## src/design/pll_cfg_defines.svh

```systemverilog
/*
 * Register indices, field positions, reset values and timing counts
 * for the PLL and clock path configuration block.
 * Assumes inclusion by bare name from the design files.
 */
`ifndef PLL_CFG_DEFINES_SVH
`define PLL_CFG_DEFINES_SVH

// ----------------------------------------------------------------
// register indices (byte address = index * 4)
// ----------------------------------------------------------------
`define IDX_PLL_CTRL 10'h010
`define IDX_ABL 10'h017
`define IDX_CAL 10'h018
`define IDX_DIV 10'h1e0
`define IDX_SRC 10'h1e1
`define IDX_UPDATE 10'h232
`define IDX_ICP 10'h0f0
`define IDX_STATUS 10'h0f1

// ----------------------------------------------------------------
// field positions
// ----------------------------------------------------------------
`define PWR_MSB 1
`define PWR_LSB 0
`define CPM_MSB 6
`define CPM_LSB 4
`define POL_BIT 7
`define ABL_MSB 1
`define ABL_LSB 0
`define CAL_BIT 0
`define DIV_MSB 2
`define DIV_LSB 0
`define BYP_BIT 0
`define SRC_BIT 1
`define ICP_MSB 2
`define ICP_LSB 0

// ----------------------------------------------------------------
// codes and reset values
// ----------------------------------------------------------------
`define PWR_NORMAL 2'h0
`define PWR_DOWN 2'h1
`define CPM_HIZ 3'h0
`define CPM_FORCE_UP 3'h1
`define CPM_FORCE_DOWN 3'h2
`define CPM_NORMAL 3'h3
`define DIV_CODE_MAX 3'h4
`define RATIO_OFFSET 3'h2
`define UPDATE_GO 8'h01
`define RST_PLL_CTRL 8'h01
`define RST_DIV 8'h02
`define RST_ZERO 8'h00

// ----------------------------------------------------------------
// timing
// ----------------------------------------------------------------
`define CAL_CYCLES 12'h400

`endif

```

## src/design/pll_cfg_pkg.sv

```systemverilog
/*
 * Types shared by the configuration block and its pump controller.
 * Assumes nothing of its surroundings.
 */
package pll_cfg_pkg;

	typedef enum logic {CAL_IDLE, CAL_RUN} cal_state_e;

	typedef enum logic [1:0] {PFD_WAIT, PFD_OVERLAP} pfd_state_e;

	typedef logic [7:0] reg8_t;

endpackage

```

## src/design/pump_cfg_if.sv

```systemverilog
/*
 * Carries applied detector and pump settings from the register block
 * to the detector/pump controller, and its pump commands back.
 * Assumes both ends run on the same clock.
 */
`timescale 1ns/1ps
interface pump_cfg_if;
	logic pll_on;
	logic polarity_neg;
	logic [1:0] abl_width;
	logic [2:0] pump_mode;
	logic up;
	logic down;
	logic hiz;

	modport ctrl
	(
		output pll_on, polarity_neg, abl_width, pump_mode,
		input up, down, hiz
	);

	modport pump
	(
		input pll_on, polarity_neg, abl_width, pump_mode,
		output up, down, hiz
	);
endinterface

```

## src/design/pfd_pump.sv

```systemverilog
/*
 * Phase frequency detector with antibacklash overlap and pump mode
 * control. Assumes ref/feedback divider outputs arrive as pins from
 * outside the clock domain and run well below the core clock.
 */
`timescale 1ns/1ps
`include "pll_cfg_defines.svh"
module pfd_pump
(
	input wire logic clk,
	input wire logic rst,
	input wire logic ref_div_in,
	input wire logic fb_div_in,
	pump_cfg_if.pump cfg
);

	// ------------------------------------------------------------
	// input synchronisers
	// ------------------------------------------------------------
	logic ref_s1_r, ref_s2_r, ref_d_r;
	logic fb_s1_r, fb_s2_r, fb_d_r;

	always_ff @(posedge clk)
	begin
		ref_s1_r <= ref_div_in;
		ref_s2_r <= ref_s1_r;
		ref_d_r <= ref_s2_r;
		fb_s1_r <= fb_div_in;
		fb_s2_r <= fb_s1_r;
		fb_d_r <= fb_s2_r;
	end

	logic ref_rise, fb_rise;
	assign ref_rise = ref_s2_r & ~ref_d_r;
	assign fb_rise = fb_s2_r & ~fb_d_r;

	// ------------------------------------------------------------
	// detector
	// ------------------------------------------------------------
	logic up_q_r, dn_q_r;
	logic [1:0] abl_cnt_r;
	pll_cfg_pkg::pfd_state_e st_r;

	// overlap lasts abl_width+1 cycles; that is the antibacklash pulse
	always_ff @(posedge clk)
	begin
		if (rst || !cfg.pll_on)
		begin
			up_q_r <= 1'b0;
			dn_q_r <= 1'b0;
			abl_cnt_r <= 2'h0;
			st_r <= pll_cfg_pkg::PFD_WAIT;
		end
		else
		begin
			case (st_r)
				pll_cfg_pkg::PFD_WAIT:
				begin
					up_q_r <= up_q_r | ref_rise;
					dn_q_r <= dn_q_r | fb_rise;
					abl_cnt_r <= 2'h0;
					if ((up_q_r | ref_rise) && (dn_q_r | fb_rise))
						st_r <= pll_cfg_pkg::PFD_OVERLAP;
				end
				pll_cfg_pkg::PFD_OVERLAP:
				begin
					if (abl_cnt_r == cfg.abl_width)
					begin
						up_q_r <= 1'b0;
						dn_q_r <= 1'b0;
						st_r <= pll_cfg_pkg::PFD_WAIT;
					end
					else
						abl_cnt_r <= abl_cnt_r + 2'h1;
				end
				default:
					st_r <= pll_cfg_pkg::PFD_WAIT;
			endcase
		end
	end

	// ------------------------------------------------------------
	// pump command
	// ------------------------------------------------------------
	logic up_pol, dn_pol;
	assign up_pol = cfg.polarity_neg ? dn_q_r : up_q_r;
	assign dn_pol = cfg.polarity_neg ? up_q_r : dn_q_r;

	always_ff @(posedge clk)
	begin
		if (rst || !cfg.pll_on)
		begin
			cfg.up <= 1'b0;
			cfg.down <= 1'b0;
			cfg.hiz <= 1'b1;
		end
		else
		begin
			case (cfg.pump_mode)
				`CPM_NORMAL:
				begin
					cfg.up <= up_pol;
					cfg.down <= dn_pol;
					cfg.hiz <= 1'b0;
				end
				`CPM_FORCE_UP:
				begin
					cfg.up <= 1'b1;
					cfg.down <= 1'b0;
					cfg.hiz <= 1'b0;
				end
				`CPM_FORCE_DOWN:
				begin
					cfg.up <= 1'b0;
					cfg.down <= 1'b1;
					cfg.hiz <= 1'b0;
				end
				default:
				begin
					cfg.up <= 1'b0;
					cfg.down <= 1'b0;
					cfg.hiz <= 1'b1;
				end
			endcase
		end
	end

endmodule

```

## src/design/pll_clock_path_config.sv

```systemverilog
/*
 * Staged configuration registers for the PLL and clock routing path,
 * a classic Wishbone slave, the update transfer, VCO calibration
 * sequencing and the applied settings driven to the analog blocks.
 * Assumes a single 250 MHz core clock and a synchronous reset.
 */
// Implementation choice: the Wishbone slave port.
`timescale 1ns/1ps
`include "pll_cfg_defines.svh"

module pll_clock_path_config
(
	input wire logic CORE_CLK,
	input wire logic RESET,
	input wire logic CYC_I,
	input wire logic STB_I,
	input wire logic WE_I,
	input wire logic [11:0] ADR_I,
	input wire logic [3:0] SEL_I,
	input wire logic [31:0] DAT_I,
	output logic [31:0] DAT_O,
	output logic ACK_O,
	input wire logic REF_DIV_IN,
	input wire logic FB_DIV_IN,
	output logic PLL_POWER_DOWN,
	output logic DIST_SOURCE_VCO,
	output logic VCO_DIV_BYPASS,
	output logic [2:0] VCO_DIV_RATIO,
	output logic [2:0] PUMP_CURRENT_CODE,
	output logic PUMP_UP,
	output logic PUMP_DOWN,
	output logic PUMP_HIZ,
	output logic VCO_CAL_BUSY
);

	// ------------------------------------------------------------
	// helpers
	// ------------------------------------------------------------
	// codes above divide-by-6 saturate rather than stop the divider,
	// since a static divider would break calibration
	function automatic logic [2:0] div_ratio(input logic [2:0] code);
		logic [2:0] c;
		c = (code > `DIV_CODE_MAX) ? `DIV_CODE_MAX : code;
		div_ratio = c + `RATIO_OFFSET;
	endfunction

	function automatic logic pll_is_on(input logic [1:0] pwr);
		pll_is_on = (pwr == `PWR_NORMAL);
	endfunction

	// ------------------------------------------------------------
	// bus decode
	// ------------------------------------------------------------
	logic [9:0] idx;
	logic req;
	logic wr_lane0;
	logic wr_stb;

	assign idx = ADR_I[11:2];
	assign req = CYC_I & STB_I & ~ACK_O;
	assign wr_lane0 = WE_I & SEL_I[0];
	assign wr_stb = req & wr_lane0;

	logic wr_pll_ctrl, wr_abl, wr_cal, wr_div, wr_src, wr_icp;
	logic update_go;

	assign wr_pll_ctrl = wr_stb && (idx == `IDX_PLL_CTRL);
	assign wr_abl = wr_stb && (idx == `IDX_ABL);
	assign wr_cal = wr_stb && (idx == `IDX_CAL);
	assign wr_div = wr_stb && (idx == `IDX_DIV);
	assign wr_src = wr_stb && (idx == `IDX_SRC);
	assign wr_icp = wr_stb && (idx == `IDX_ICP);
	assign update_go = wr_stb && (idx == `IDX_UPDATE) &&
		(DAT_I[7:0] == `UPDATE_GO);

	// ------------------------------------------------------------
	// staged registers
	// ------------------------------------------------------------
	pll_cfg_pkg::reg8_t pll_ctrl_r;
	pll_cfg_pkg::reg8_t abl_r;
	pll_cfg_pkg::reg8_t cal_r;
	pll_cfg_pkg::reg8_t div_r;
	pll_cfg_pkg::reg8_t src_r;
	pll_cfg_pkg::reg8_t icp_r;

	always_ff @(posedge CORE_CLK)
	begin
		if (RESET)
		begin
			pll_ctrl_r <= `RST_PLL_CTRL;
			abl_r <= `RST_ZERO;
			cal_r <= `RST_ZERO;
			div_r <= `RST_DIV;
			src_r <= `RST_ZERO;
			icp_r <= `RST_ZERO;
		end
		else
		begin
			if (wr_pll_ctrl)
				pll_ctrl_r <= DAT_I[7:0];
			if (wr_abl)
				abl_r <= DAT_I[7:0];
			if (wr_cal)
				cal_r <= DAT_I[7:0];
			if (wr_div)
				div_r <= DAT_I[7:0];
			if (wr_src)
				src_r <= DAT_I[7:0];
			if (wr_icp)
				icp_r <= DAT_I[7:0];
		end
	end

	// ------------------------------------------------------------
	// applied settings
	// ------------------------------------------------------------
	// nothing below moves until an update write; staged writes alone
	// leave the analog path untouched
	logic pol_neg_r;
	logic [1:0] abl_act_r;
	logic [2:0] cpm_act_r;

	always_ff @(posedge CORE_CLK)
	begin
		if (RESET)
		begin
			PLL_POWER_DOWN <= !pll_is_on(2'(`RST_PLL_CTRL));
			DIST_SOURCE_VCO <= 1'b0;
			VCO_DIV_BYPASS <= 1'b0;
			VCO_DIV_RATIO <= div_ratio(3'(`RST_DIV));
			PUMP_CURRENT_CODE <= 3'h0;
			pol_neg_r <= 1'b0;
			abl_act_r <= 2'h0;
			cpm_act_r <= `CPM_HIZ;
		end
		else if (update_go)
		begin
			PLL_POWER_DOWN <=
				!pll_is_on(pll_ctrl_r[`PWR_MSB:`PWR_LSB]);
			DIST_SOURCE_VCO <= src_r[`SRC_BIT];
			VCO_DIV_BYPASS <= src_r[`BYP_BIT];
			VCO_DIV_RATIO <= div_ratio(div_r[`DIV_MSB:`DIV_LSB]);
			PUMP_CURRENT_CODE <= icp_r[`ICP_MSB:`ICP_LSB];
			pol_neg_r <= pll_ctrl_r[`POL_BIT];
			abl_act_r <= abl_r[`ABL_MSB:`ABL_LSB];
			cpm_act_r <= pll_ctrl_r[`CPM_MSB:`CPM_LSB];
		end
	end

	// ------------------------------------------------------------
	// VCO calibration
	// ------------------------------------------------------------
	// a run starts only on an applied 0->1 edge of the calibration
	// bit, so a host that never clears it gets no second run
	logic cal_act_r;
	logic cal_done_r;
	logic cal_start;
	logic [11:0] cal_cnt_r;
	pll_cfg_pkg::cal_state_e cal_st_r;

	assign cal_start = update_go && cal_r[`CAL_BIT] && !cal_act_r &&
		pll_is_on(pll_ctrl_r[`PWR_MSB:`PWR_LSB]);

	always_ff @(posedge CORE_CLK)
	begin
		if (RESET)
			cal_act_r <= 1'b0;
		else if (update_go)
			cal_act_r <= cal_r[`CAL_BIT];
	end

	always_ff @(posedge CORE_CLK)
	begin
		if (RESET)
		begin
			cal_st_r <= pll_cfg_pkg::CAL_IDLE;
			cal_cnt_r <= 12'h000;
			VCO_CAL_BUSY <= 1'b0;
			cal_done_r <= 1'b0;
		end
		else
		begin
			case (cal_st_r)
				pll_cfg_pkg::CAL_IDLE:
				begin
					if (cal_start)
					begin
						cal_st_r <= pll_cfg_pkg::CAL_RUN;
						cal_cnt_r <= 12'h000;
						VCO_CAL_BUSY <= 1'b1;
						cal_done_r <= 1'b0;
					end
				end
				pll_cfg_pkg::CAL_RUN:
				begin
					// powering down mid-run abandons it undone
					if (PLL_POWER_DOWN)
					begin
						cal_st_r <= pll_cfg_pkg::CAL_IDLE;
						VCO_CAL_BUSY <= 1'b0;
					end
					else if (cal_cnt_r == `CAL_CYCLES - 12'h001)
					begin
						cal_st_r <= pll_cfg_pkg::CAL_IDLE;
						VCO_CAL_BUSY <= 1'b0;
						cal_done_r <= 1'b1;
					end
					else
						cal_cnt_r <= cal_cnt_r + 12'h001;
				end
				default:
				begin
					cal_st_r <= pll_cfg_pkg::CAL_IDLE;
					VCO_CAL_BUSY <= 1'b0;
				end
			endcase
		end
	end

	// ------------------------------------------------------------
	// detector and pump
	// ------------------------------------------------------------
	pump_cfg_if pif();

	assign pif.pll_on = !PLL_POWER_DOWN;
	assign pif.polarity_neg = pol_neg_r;
	assign pif.abl_width = abl_act_r;
	assign pif.pump_mode = cpm_act_r;

	pfd_pump u_pfd_pump
	(
		.clk(CORE_CLK),
		.rst(RESET),
		.ref_div_in(REF_DIV_IN),
		.fb_div_in(FB_DIV_IN),
		.cfg(pif.pump)
	);

	assign PUMP_UP = pif.up;
	assign PUMP_DOWN = pif.down;
	assign PUMP_HIZ = pif.hiz;

	// ------------------------------------------------------------
	// read data and acknowledge
	// ------------------------------------------------------------
	pll_cfg_pkg::reg8_t status;
	assign status = {3'h0, VCO_DIV_BYPASS, DIST_SOURCE_VCO,
		!PLL_POWER_DOWN, cal_done_r, VCO_CAL_BUSY};

	pll_cfg_pkg::reg8_t rd_mux;

	// update register reads zero: the transfer is a one-shot action
	always_comb
	begin
		case (idx)
			`IDX_PLL_CTRL: rd_mux = pll_ctrl_r;
			`IDX_ABL: rd_mux = abl_r;
			`IDX_CAL: rd_mux = cal_r;
			`IDX_DIV: rd_mux = div_r;
			`IDX_SRC: rd_mux = src_r;
			`IDX_ICP: rd_mux = icp_r;
			`IDX_STATUS: rd_mux = status;
			default: rd_mux = `RST_ZERO;
		endcase
	end

	// one wait state; unmapped addresses still ack and read zero
	always_ff @(posedge CORE_CLK)
	begin
		if (RESET)
		begin
			ACK_O <= 1'b0;
			DAT_O <= 32'h00000000;
		end
		else
		begin
			ACK_O <= req;
			if (req && !WE_I)
				DAT_O <= {24'h000000, rd_mux};
		end
	end

endmodule

```

## config.mk

```make
export PLATFORM = sky130hd
export DESIGN_NAME = pll_clock_path_config
export DESIGN_NICKNAME = d
export VERILOG_FILES = /design/src/design/pll_cfg_pkg.sv /design/src/design/pump_cfg_if.sv /design/src/design/pfd_pump.sv /design/src/design/pll_clock_path_config.sv
export VERILOG_INCLUDE_DIRS = /design/src /design/src/design
export SDC_FILE = /design/constraint.sdc
export NUM_CORES = 1
export LEC_CHECK = 0
export ABC_AREA = 1
export CAP_MARGIN = 5
export CORE_MARGIN = 10
export CORE_UTILIZATION = 57
export DETAILED_ROUTE_END_ITERATION = 10
export DONT_BUFFER_PORTS = 1
export PLACE_DENSITY = 0.7
export SLEW_MARGIN = 20
export SYNTH_ARGS = -nofsm -noshare
export SYNTH_HDL_FRONTEND = slang
export SYNTH_HIERARCHICAL = 1
export SYNTH_SLANG_ARGS = --single-unit
```

## constraint.sdc

```tcl
create_clock -name CORE_CLK -period 2.77 [get_ports CORE_CLK]
set_input_delay 0.4155 -clock CORE_CLK [delete_from_list [all_inputs] [get_ports CORE_CLK]]
set_output_delay 0.4155 -clock CORE_CLK [all_outputs]
set_load 0.01 [all_outputs]
```

Word level (Yosys, flattened, before mapping):

Index checks and enable logic that the tools add are counted.

* bitwise logic cells: 12
* add/subtract/negate cells: 3
* reduce and logical (&&, ||, !) cells: 28
* order comparisons: 1
* multiplexer cells: 31
* equal/unequal tests: 23

Operator list (number)
* one-hot mux 8 bit (7 select lines): 1
* two-way mux 12 bit: 3
* equality test 10 x 5 -> 1 bit (second input constant): 3
* one-hot mux 12 bit (2 select lines): 1
* equality test 10 x 8 -> 1 bit (second input constant): 2
* equality test 10 x 9 -> 1 bit (second input constant): 2
* one-hot mux 1 bit (2 select lines): 7
* logical AND 1 bit: 13
* two-way mux 1 bit: 13
* adder 12 x 1 -> 12 bit (second input constant): 1
* equality test 12 x 10 -> 1 bit (second input constant): 1
* equality test 10 bit (second input constant): 1
* equality test 8 x 1 -> 1 bit (second input constant): 1
* != test 2 bit (second input constant): 4
* one-hot mux 2 bit (2 select lines): 2
* AND reduction 2 bit: 4
* bitwise AND 1 bit: 6
* equality test 3 x 2 -> 1 bit (second input constant): 2
* two-way mux 2 bit: 3
* != test 2 x 1 -> 1 bit (second input constant): 3
* AND reduction 3 bit: 2
* zero test 1 bit: 4
* zero test 2 bit: 2
* NOT 1 bit: 4
* other kinds (12): 13

* register bits: 103
* word-level logic and storage cells: 132
* input bits: 55

Longest topological paths before layout:

Gate-level depths: netlist of the first run.

* depth after elaboration: 10
* mapped depth: 11

Modules after synthesis:

Netlist of the first run, hierarchy kept.

By module, submodules not included
* pll_clock_path_config: times used 1, cells each 621, area an instance 4371.7 um2
* pfd_pump: times used 1, cells each 58, area an instance 491.7 um2

Worst setup path before layout of the first run:

No wires, ideal clock.

* path type: input-to-reg
* start point: in DAT_I[2]
* end point: reg cal_cnt_r[10]
* path buffers: 0
* data required time: 2.659 ns
* setup time: 0.111 ns
* path slack: 1.293 ns
* cell stages on the path: 10
* arrival time: 1.365 ns
* cells stage by stage: nor2_1 -> nand2_1 -> nor2_1 -> nand2_1 -> nor2_8 -> nand3_4 -> nand2_2 -> inv_2 -> nor2_1 -> nor2_1

* longest elaborated chain between the ends: 7

RTL lines
* from (decl): RTL line pll_clock_path_config.sv:20 `input wire logic [31:0] DAT_I,`
* equality test 8 x 1 -> 1 bit (no source line)
* logical AND 1 bit: RTL line pll_clock_path_config.sv:73 `` assign update_go = wr_stb && (idx == `IDX_UPDATE) && ``
* logical AND 1 bit (3 in series): RTL line pll_clock_path_config.sv:161 `` assign cal_start = update_go && cal_r[`CAL_BIT] && !cal_act_r && ``
* != test 2 bit (no source line)
* AND reduction 3 bit (no source line)
* to (signal assigned): RTL line pll_clock_path_config.sv:209 `cal_cnt_r <= cal_cnt_r + 12'h001;`
* to (decl): RTL line pll_clock_path_config.sv:158 `logic [11:0] cal_cnt_r;`

No other way between the ends.
A chain may end at the register's enable or synchronous reset.

Worst setup path after layout of the first run:

* start point: reg cal_cnt_r[0]
* end point: reg cal_cnt_r[10]

* longest elaborated chain between the ends: 4

RTL lines
* adder 12 x 1 -> 12 bit: RTL line pll_clock_path_config.sv:209
* two-way mux 12 bit: RTL line pll_clock_path_config.sv:202 `` else if (cal_cnt_r == `CAL_CYCLES - 12'h001) ``
* two-way mux 12 bit: RTL line pll_clock_path_config.sv:197 `if (PLL_POWER_DOWN)`
* one-hot mux 12 bit (2 select lines): RTL line pll_clock_path_config.sv:183 `case (cal_st_r)`

Several ways; a longest one is shown, not always the timed one. The select of a mux whose other input is x is not followed.

==> results of run 1 <==
==> final cells by class <==
class,instances,area [sq um],share of cell area [%]
clock inverters,6,70.1,1.39
clock buffers,9,124,2.45
flip-flops and latches,102,2040,40.4
repair buffers,12,103,2.03
well taps,105,131,2.60
multi-input cells,478,2320,45.9
inverters,71,267,5.27
==> path summary, 6_finish.rpt <==
| path | from | to | slack [ns] | cells past startpoint |
|---|---|---|---|---|
| max | cal_cnt_r[0]$_SDFFE_PP0P_ | cal_cnt_r[10]$_SDFFE_PP0P_ | 0.88 | 9 |
| min | REF_DIV_IN | u_pfd_pump/ref_s1_r$_DFF_P_ | 0.07 | 0 |
| max reg2reg | cal_cnt_r[0]$_SDFFE_PP0P_ | cal_cnt_r[10]$_SDFFE_PP0P_ | 0.88 | 9 |
| min reg2reg | u_pfd_pump/fb_s1_r$_DFF_P_ | u_pfd_pump/fb_s2_r$_DFF_P_ | 0.33 | 0 |
==> kinds of logic after synthesis <==
family	count (synthesis)	synth area share, %
buf+inv	122	12.1
fa+ha+maj	1	0.257
simple gates	289	28.2
xor+xnor	4	0.720
other cells	1	0.0771
flops	102	42.0
compound gates	160	16.6
==> flip-flops by register name (all words and copies together), names as in the netlist, 2 cells and up <==
| register | cells |
|---|---|
| u_pfd_pump/abl_cnt_r | 2 |
| div_r | 8 |
| icp_r | 8 |
| abl_r | 8 |
| PUMP_CURRENT_CODE | 3 |
| pll_ctrl_r | 8 |
| src_r | 8 |
| abl_act_r | 2 |
| cal_r | 8 |
| cal_cnt_r | 12 |
| VCO_DIV_RATIO | 3 |
| cpm_act_r | 3 |
| DAT_O | 8 |
==> synth_stat cells (all sizes together) <==
master,instances
nand4,20
inv,71
o21ai,68
nor2,81
nor3b,4
nor3,7
clkbuf,9
nand3b,2
a21oi,88
o21bai,1
dfxtp,102
buf,42
nand3,55
nand2,119
conb,1
or2,1
xor2,4
o211ai,2
ha,1
o22ai,1
==> critical path: stages (launching register included) <==
cell and delay (ns):
dfxtp_1 0.37, ha_1 0.22, nand3_1 0.12, nor2_1 0.23, nand3_1 0.14, nand2_1 0.26
nand2_2 0.20, inv_2 0.15, nor2_1 0.06, nor2_1 0.08
==> power by group <==
part / internal [mW] / total (mW) / switching, mW
clock: 0.419 / 0.931 / 0.512
combinational: 0.0254 / 0.102 / 0.0771
sequential: 1.47 / 1.47 / 0.00185
==> cells in the final DEF (no fill, tap or decap), types with 2 or more instances in the layout <==
cell type,synthesis,final
inv_1,58,58
nand3_1,49,49
nand2_1,113,113
nor2_1,69,69
clkinvlp_4,0,3
dfxtp_1,102,102
o21ai_1,8,8
nand3_2,5,5
clkbuf_8,0,9
a21oi_1,88,88
xor2_1,4,4
nor2_2,7,7
nor3_1,7,7
o21ai_0,60,60
o211ai_1,2,2
inv_2,13,13
nor2_4,4,4
nor3b_1,4,4
nand2_2,5,5
inv_6,0,2
conb_1,1,24
nand4_1,20,20
buf_4,30,11
==> per-layer routing <==
metal	global-route usage (%)	wire, um
met2	31.7	5990
met3	5.59	891
met4	5.50	253
met1	22.8	5140
met5	0	0
==> results by group, run 1 <==
Clock tree
  – # hold bufs at CTS: 0
  – Root buffer selected by CTS: clkbuf_8
  – Post-CTS Resized: 0
  – CTS tree: built
  – Reg clk slew, reported paths: 0.10 ns
  – CTS Buffer Depth: 2
  – H-tree depth: 3
  – Post-CTS Repair Setup Buffers: 0
  – Num CTS Buffers: 9
  – CTS sink count: 102
  – Clock Latency Late Sink: 0.36 ns

STA
  – Max transition margin: 56.0%
  – Final setup viols: 0
  – Setup TNS Final: 0 ns
  – Min Hold Slack: 0.0745 ns
  – Peak Freq: 528 MHz
  – Clk_skew: 0.0141 ns
  – Worst-margin pin slew: 0.659 ns
  – Min Clock Period, post-route: 1.89 ns
  – Final Cycle Share: 68.4%
  – Min setup slack post-route: 0.877 ns
  – Final Max Tran Viols: 0
  – Final Hold Viols: 0
  – RSZ-0062 raised after global routing: false

Drt
  – Total Wirelength: 12.3 mm
  – DRC violations left: 0
  – TritonRoute pass-1 iters: 5
  – Detailed Route Iter0 Violations: 420
  – Routed via count: 4334
  – DRT antenna net count: 0
  – Avg WL per Cell: 15.7 um
  – Vias/cell: 5.54

Yosys
  – Mapped Area: 4860 sq um
  – Seq/Total Area, Yosys: 42.0%
  – Synthesis-stage register bit count: 102
  – Synth area leader: dfxtp_1
  – Syn avg cell area: 7.16 sq um
  – Post-synthesis cell count: 679
  – Total number of yosys warnings: 6
  – Synth cell types: 33
  – Top-area cell type share of the netlist area: 42.0%
  – Top cells by area, synth: dfxtp_1, a21oi_1, nand2_1

Floorplan
  – Die Y: 112 um
  – Core area: 8260 sq um
  – Ports: 101
  – Initial Util: 58.9%
  – Die X: 112 um
  – Die area: 12600 sq um
  – Row cnt: 33

Setup path
  – Crit-path max FO: 8
  – CP Class: flop to flop
  – Required @ worst endpoint: 3.06 ns
  – Worst Setup End Kind: flop
  – CP arrival: 2.19 ns
  – Startpoint Class: flop

Layout
  – Nets: 730
  – FILL cells: 790
  – Share of layout cells above drive strength 1: 9.73%
  – Design area: 5050 sq um
  – Final cell utilization of the core: 61.2%
  – Antenna Cells: 0
  – Non-filler instance count after layout: 783
  – Area Overhead vs Synth: 3.94%

Global route
  – Grt ovf: 0
  – GR Util All Layers: 18.9%
  – First-pass GRT wire length: 20.0 mm
  – Largest net degree at the start of global routing: 58
  – Vias in the first global route: 4005
  – Initial antenna violation count: 0

Power
  – Peak supply drop: 0.000298 V
  – Cell Pwr Density: 496 nW/um^2
  – Total power: 2.51 mW
  – Leakage: 2.04 nW

Placement
  – Setup WS pre-CTS: 0.635 ns
  – IO Port Bufs: 0
  – Inst Count DP: 768
  – Final Wtd Congestion: 0.894
  – Dpl hpwl: 9.02 mm
  – Cell area after placement: 4860 sq um

Flow run
  – Max cap viols: 0

Hold path
  – Worst Hold Class: primary input to flop

Outcome
  – Outcome: completed
Note: power is estimated with default switching activity, not from simulation.
==> run 2: changes to the inputs <==
--- a/config.mk
+++ b/config.mk
@@ -12,7 +12,7 @@
 export CORE_UTILIZATION = 57
 export DETAILED_ROUTE_END_ITERATION = 10
 export DONT_BUFFER_PORTS = 1
-export PLACE_DENSITY = 0.7
+export PLACE_DENSITY = 0.73
 export SLEW_MARGIN = 20
 export SYNTH_ARGS = -nofsm -noshare
 export SYNTH_HDL_FRONTEND = slang
==> constraint.sdc (replaced) <==
create_clock -name CORE_CLK -period 1.7 [get_ports CORE_CLK]
set_input_delay 0.255 -clock CORE_CLK [delete_from_list [all_inputs] [get_ports CORE_CLK]]
set_output_delay 0.255 -clock CORE_CLK [all_outputs]
set_load 0.01 [all_outputs]
==> results by group, run 2 (same netlist as run 1, synthesis figures left out) <==
Drt
  – Detailed Route Iter0 Violations: 352 (was 420)
  – Total Wirelength: 12.7 mm (was 12.3 mm)
  – DRC violations left: 0 (unchanged)
  – DRT antenna net count: 0 (unchanged)
  – Avg WL per Cell: 16.0 um (was 15.7 um)
  – Vias/cell: 5.60 (was 5.54)
  – Routed via count: 4445 (was 4334)
  – TritonRoute pass-1 iters: 5 (unchanged)

Setup path
  – Worst Setup End Kind: flop (unchanged)
  – Startpoint Class: flop (unchanged)
  – Required @ worst endpoint: 2.00 ns (was 3.06 ns)
  – CP arrival: 1.92 ns (was 2.19 ns)
  – Crit-path max FO: 7 (was 8)
  – CP Class: flop to flop (unchanged)

Layout
  – Area Overhead vs Synth: 7.92% (was 3.94%)
  – Share of layout cells above drive strength 1: 11.8% (was 9.73%)
  – Multi-input gate area: 2350 sq um (was 2320 sq um)
  – Register area: 2040 sq um (about the same)
  – Antenna Cells: 0 (unchanged)
  – Largest register FFs: 12 (unchanged)
  – FILL cells: 772 (was 790)
  – Nets: 740 (was 730)
  – Commonest non-fill, non-tap cell in the layout: nand2_1 (unchanged)
  – Most frequent cells in the layout: nand2_1, dfxtp_1, a21oi_1, nor2_1, o21ai_0 (unchanged)
  – Non-filler instance count after layout: 794 (was 783)
  – Biggest register: cal_cnt_r (unchanged)

Global route
  – Largest net degree at the start of global routing: 70 (was 58)
  – Initial antenna violation count: 0 (unchanged)
  – First-pass GRT wire length: 20.9 mm (was 20.0 mm)
  – Grt ovf: 0 (unchanged)
  – Vias in the first global route: 4322 (was 4005)
  – GR Util All Layers: 19.7% (was 18.9%)

Hold path
  – Worst Hold Class: primary input to flop (unchanged)

STA
  – Min Clock Period, post-route: 1.62 ns (was 1.89 ns)
  – Worst-margin pin slew: 0.791 ns (was 0.659 ns)
  – Final Cycle Share: 95.4% (was 68.4%)
  – Final Max Tran Viols: 0 (unchanged)
  – Max transition margin: 47.1% (was 56.0%)
  – Setup TNS Final: 0 ns (unchanged)
  – Final Hold Viols: 0 (unchanged)
  – Peak Freq: 617 MHz (was 528 MHz)
  – Final setup viols: 0 (unchanged)
  – Clk_skew: 0.00826 ns (was 0.0141 ns)
  – RSZ-0062 raised after global routing: true (was false)

Floorplan
  – Die area: 12600 sq um (unchanged)
  – Ports: 101 (unchanged)
  – Die X: 112 um (unchanged)
  – Die Y: 112 um (unchanged)
  – Row cnt: 33 (unchanged)
  – Initial Util: 58.9% (unchanged)
  – Core area: 8260 sq um (unchanged)

Clock tree
  – Num CTS Buffers: 9 (unchanged)
  – Clock Latency Late Sink: 0.37 ns (was 0.36 ns)
  – Reg clk slew, reported paths: 0.11 ns (was 0.10 ns)
  – Root buffer selected by CTS: clkbuf_8 (unchanged)
  – CTS tree: built (unchanged)
  – H-tree depth: 3 (unchanged)
  – CTS Buffer Depth: 2 (unchanged)
  – CTS sink count: 102 (unchanged)

Placement
  – IO Port Bufs: 0 (unchanged)
  – Dpl hpwl: 9.07 mm (was 9.02 mm)
  – Final Wtd Congestion: 0.908 (was 0.894)
  – Inst Count DP: 774 (was 768)

Flow run
  – Max cap viols: 0 (unchanged)

Power
  – Leakage: 2.13 nW (was 2.04 nW)
  – Peak supply drop: 0.000432 V (was 0.000298 V)
  – Cell Pwr Density: 814 nW/um^2 (was 496 nW/um^2)

Outcome
  – Outcome: completed (unchanged)
## run 2: cell count changes in the layout (fill, tap and decap cells not counted), moves of 3 or more
cell,delta
buf_12,+3
buf_4,+3
clkinv_8,+3
clkinvlp_4,-3
dlygate4sd3_1,+3
## run 2: worst max-delay path, cell delays in order (launching register included)
cell	delay (ns)
dfxtp_2	0.38
ha_4	0.16
nand3_1	0.12
nor2_2	0.21
nand3_1	0.14
nand2_2	0.13
buf_4	0.18
nand3_1	0.08
a21oi_1	0.15
## run 2: per-layer routing
layer  vias to the layer above  share of wire [%]  global-route usage [%]
met4                         0                3.0                    9.39
met3                        38                7.8                    4.63
met5                         -                  0                       0
met2                       179                 49                    33.6
met1                      2034                 40                    22.7
li1                       2194                  -                       -
## run 2: path summary, 6_finish.rpt
path | startpoint | to | slack (ns) | cells past startpoint
max | cal_cnt_r[0]$_SDFFE_PP0P_ | cal_cnt_r[5]$_SDFFE_PP0P_ | 0.08 | 8
min | DAT_I[1] | div_r[1]$_SDFFE_PP1P_ | 0.02 | 2
max reg2reg | cal_cnt_r[0]$_SDFFE_PP0P_ | cal_cnt_r[5]$_SDFFE_PP0P_ | 0.08 | 8
min reg2reg | u_pfd_pump/fb_s1_r$_DFF_P_ | u_pfd_pump/fb_s2_r$_DFF_P_ | 0.34 | 0
## run 2: power by group
part | switching [mW] | total [mW] | internal (mW)
clock network | 0.947 | 1.68 | 0.734
logic | 0.137 | 0.189 | 0.0520
registers | 0.00334 | 2.40 | 2.40
total | 1.09 | 4.27 | 3.18
## run 2: through the flow
stage / util (%) / power [mW] / cell area [sq um] / hold WS, ns / setup WS (ns)
6_report: 63.6 / 4.27 / 5250 / 0.0185 / 0.0788
3_5_place_dp: 59.9 / 2.63 / 4940 / 0.283 / 0.0397
2_1_floorplan: - / 2.63 / 4950 / 0.283 / 0.247
4_1_cts: 63.0 / 4.29 / 5200 / 0.00525 / 0.0470
3_3_place_gp: 59.9 / 2.62 / 4940 / 0.283 / 0.100
5_1_grt: 63.6 / 4.39 / 5250 / 0.0128 / -0.0603
## run 2: cell type report
type	count	area share, %
clock buffer	9	2.36
timing repair buffer	22	4.31
tap	105	2.50
inverter	71	5.13
multi-input combinational	478	44.7
clock inverter	7	2.00
sequential	102	39.0
## run 2: repair_timing
action,4_1_cts,5_1_grt
resized for setup,1,10
setup endpoints to repair,1,15
pin swaps,0,1
hold buffers,3,0
buffers inserted,0,1
hold endpoints to repair,21,0
cloned,0,0
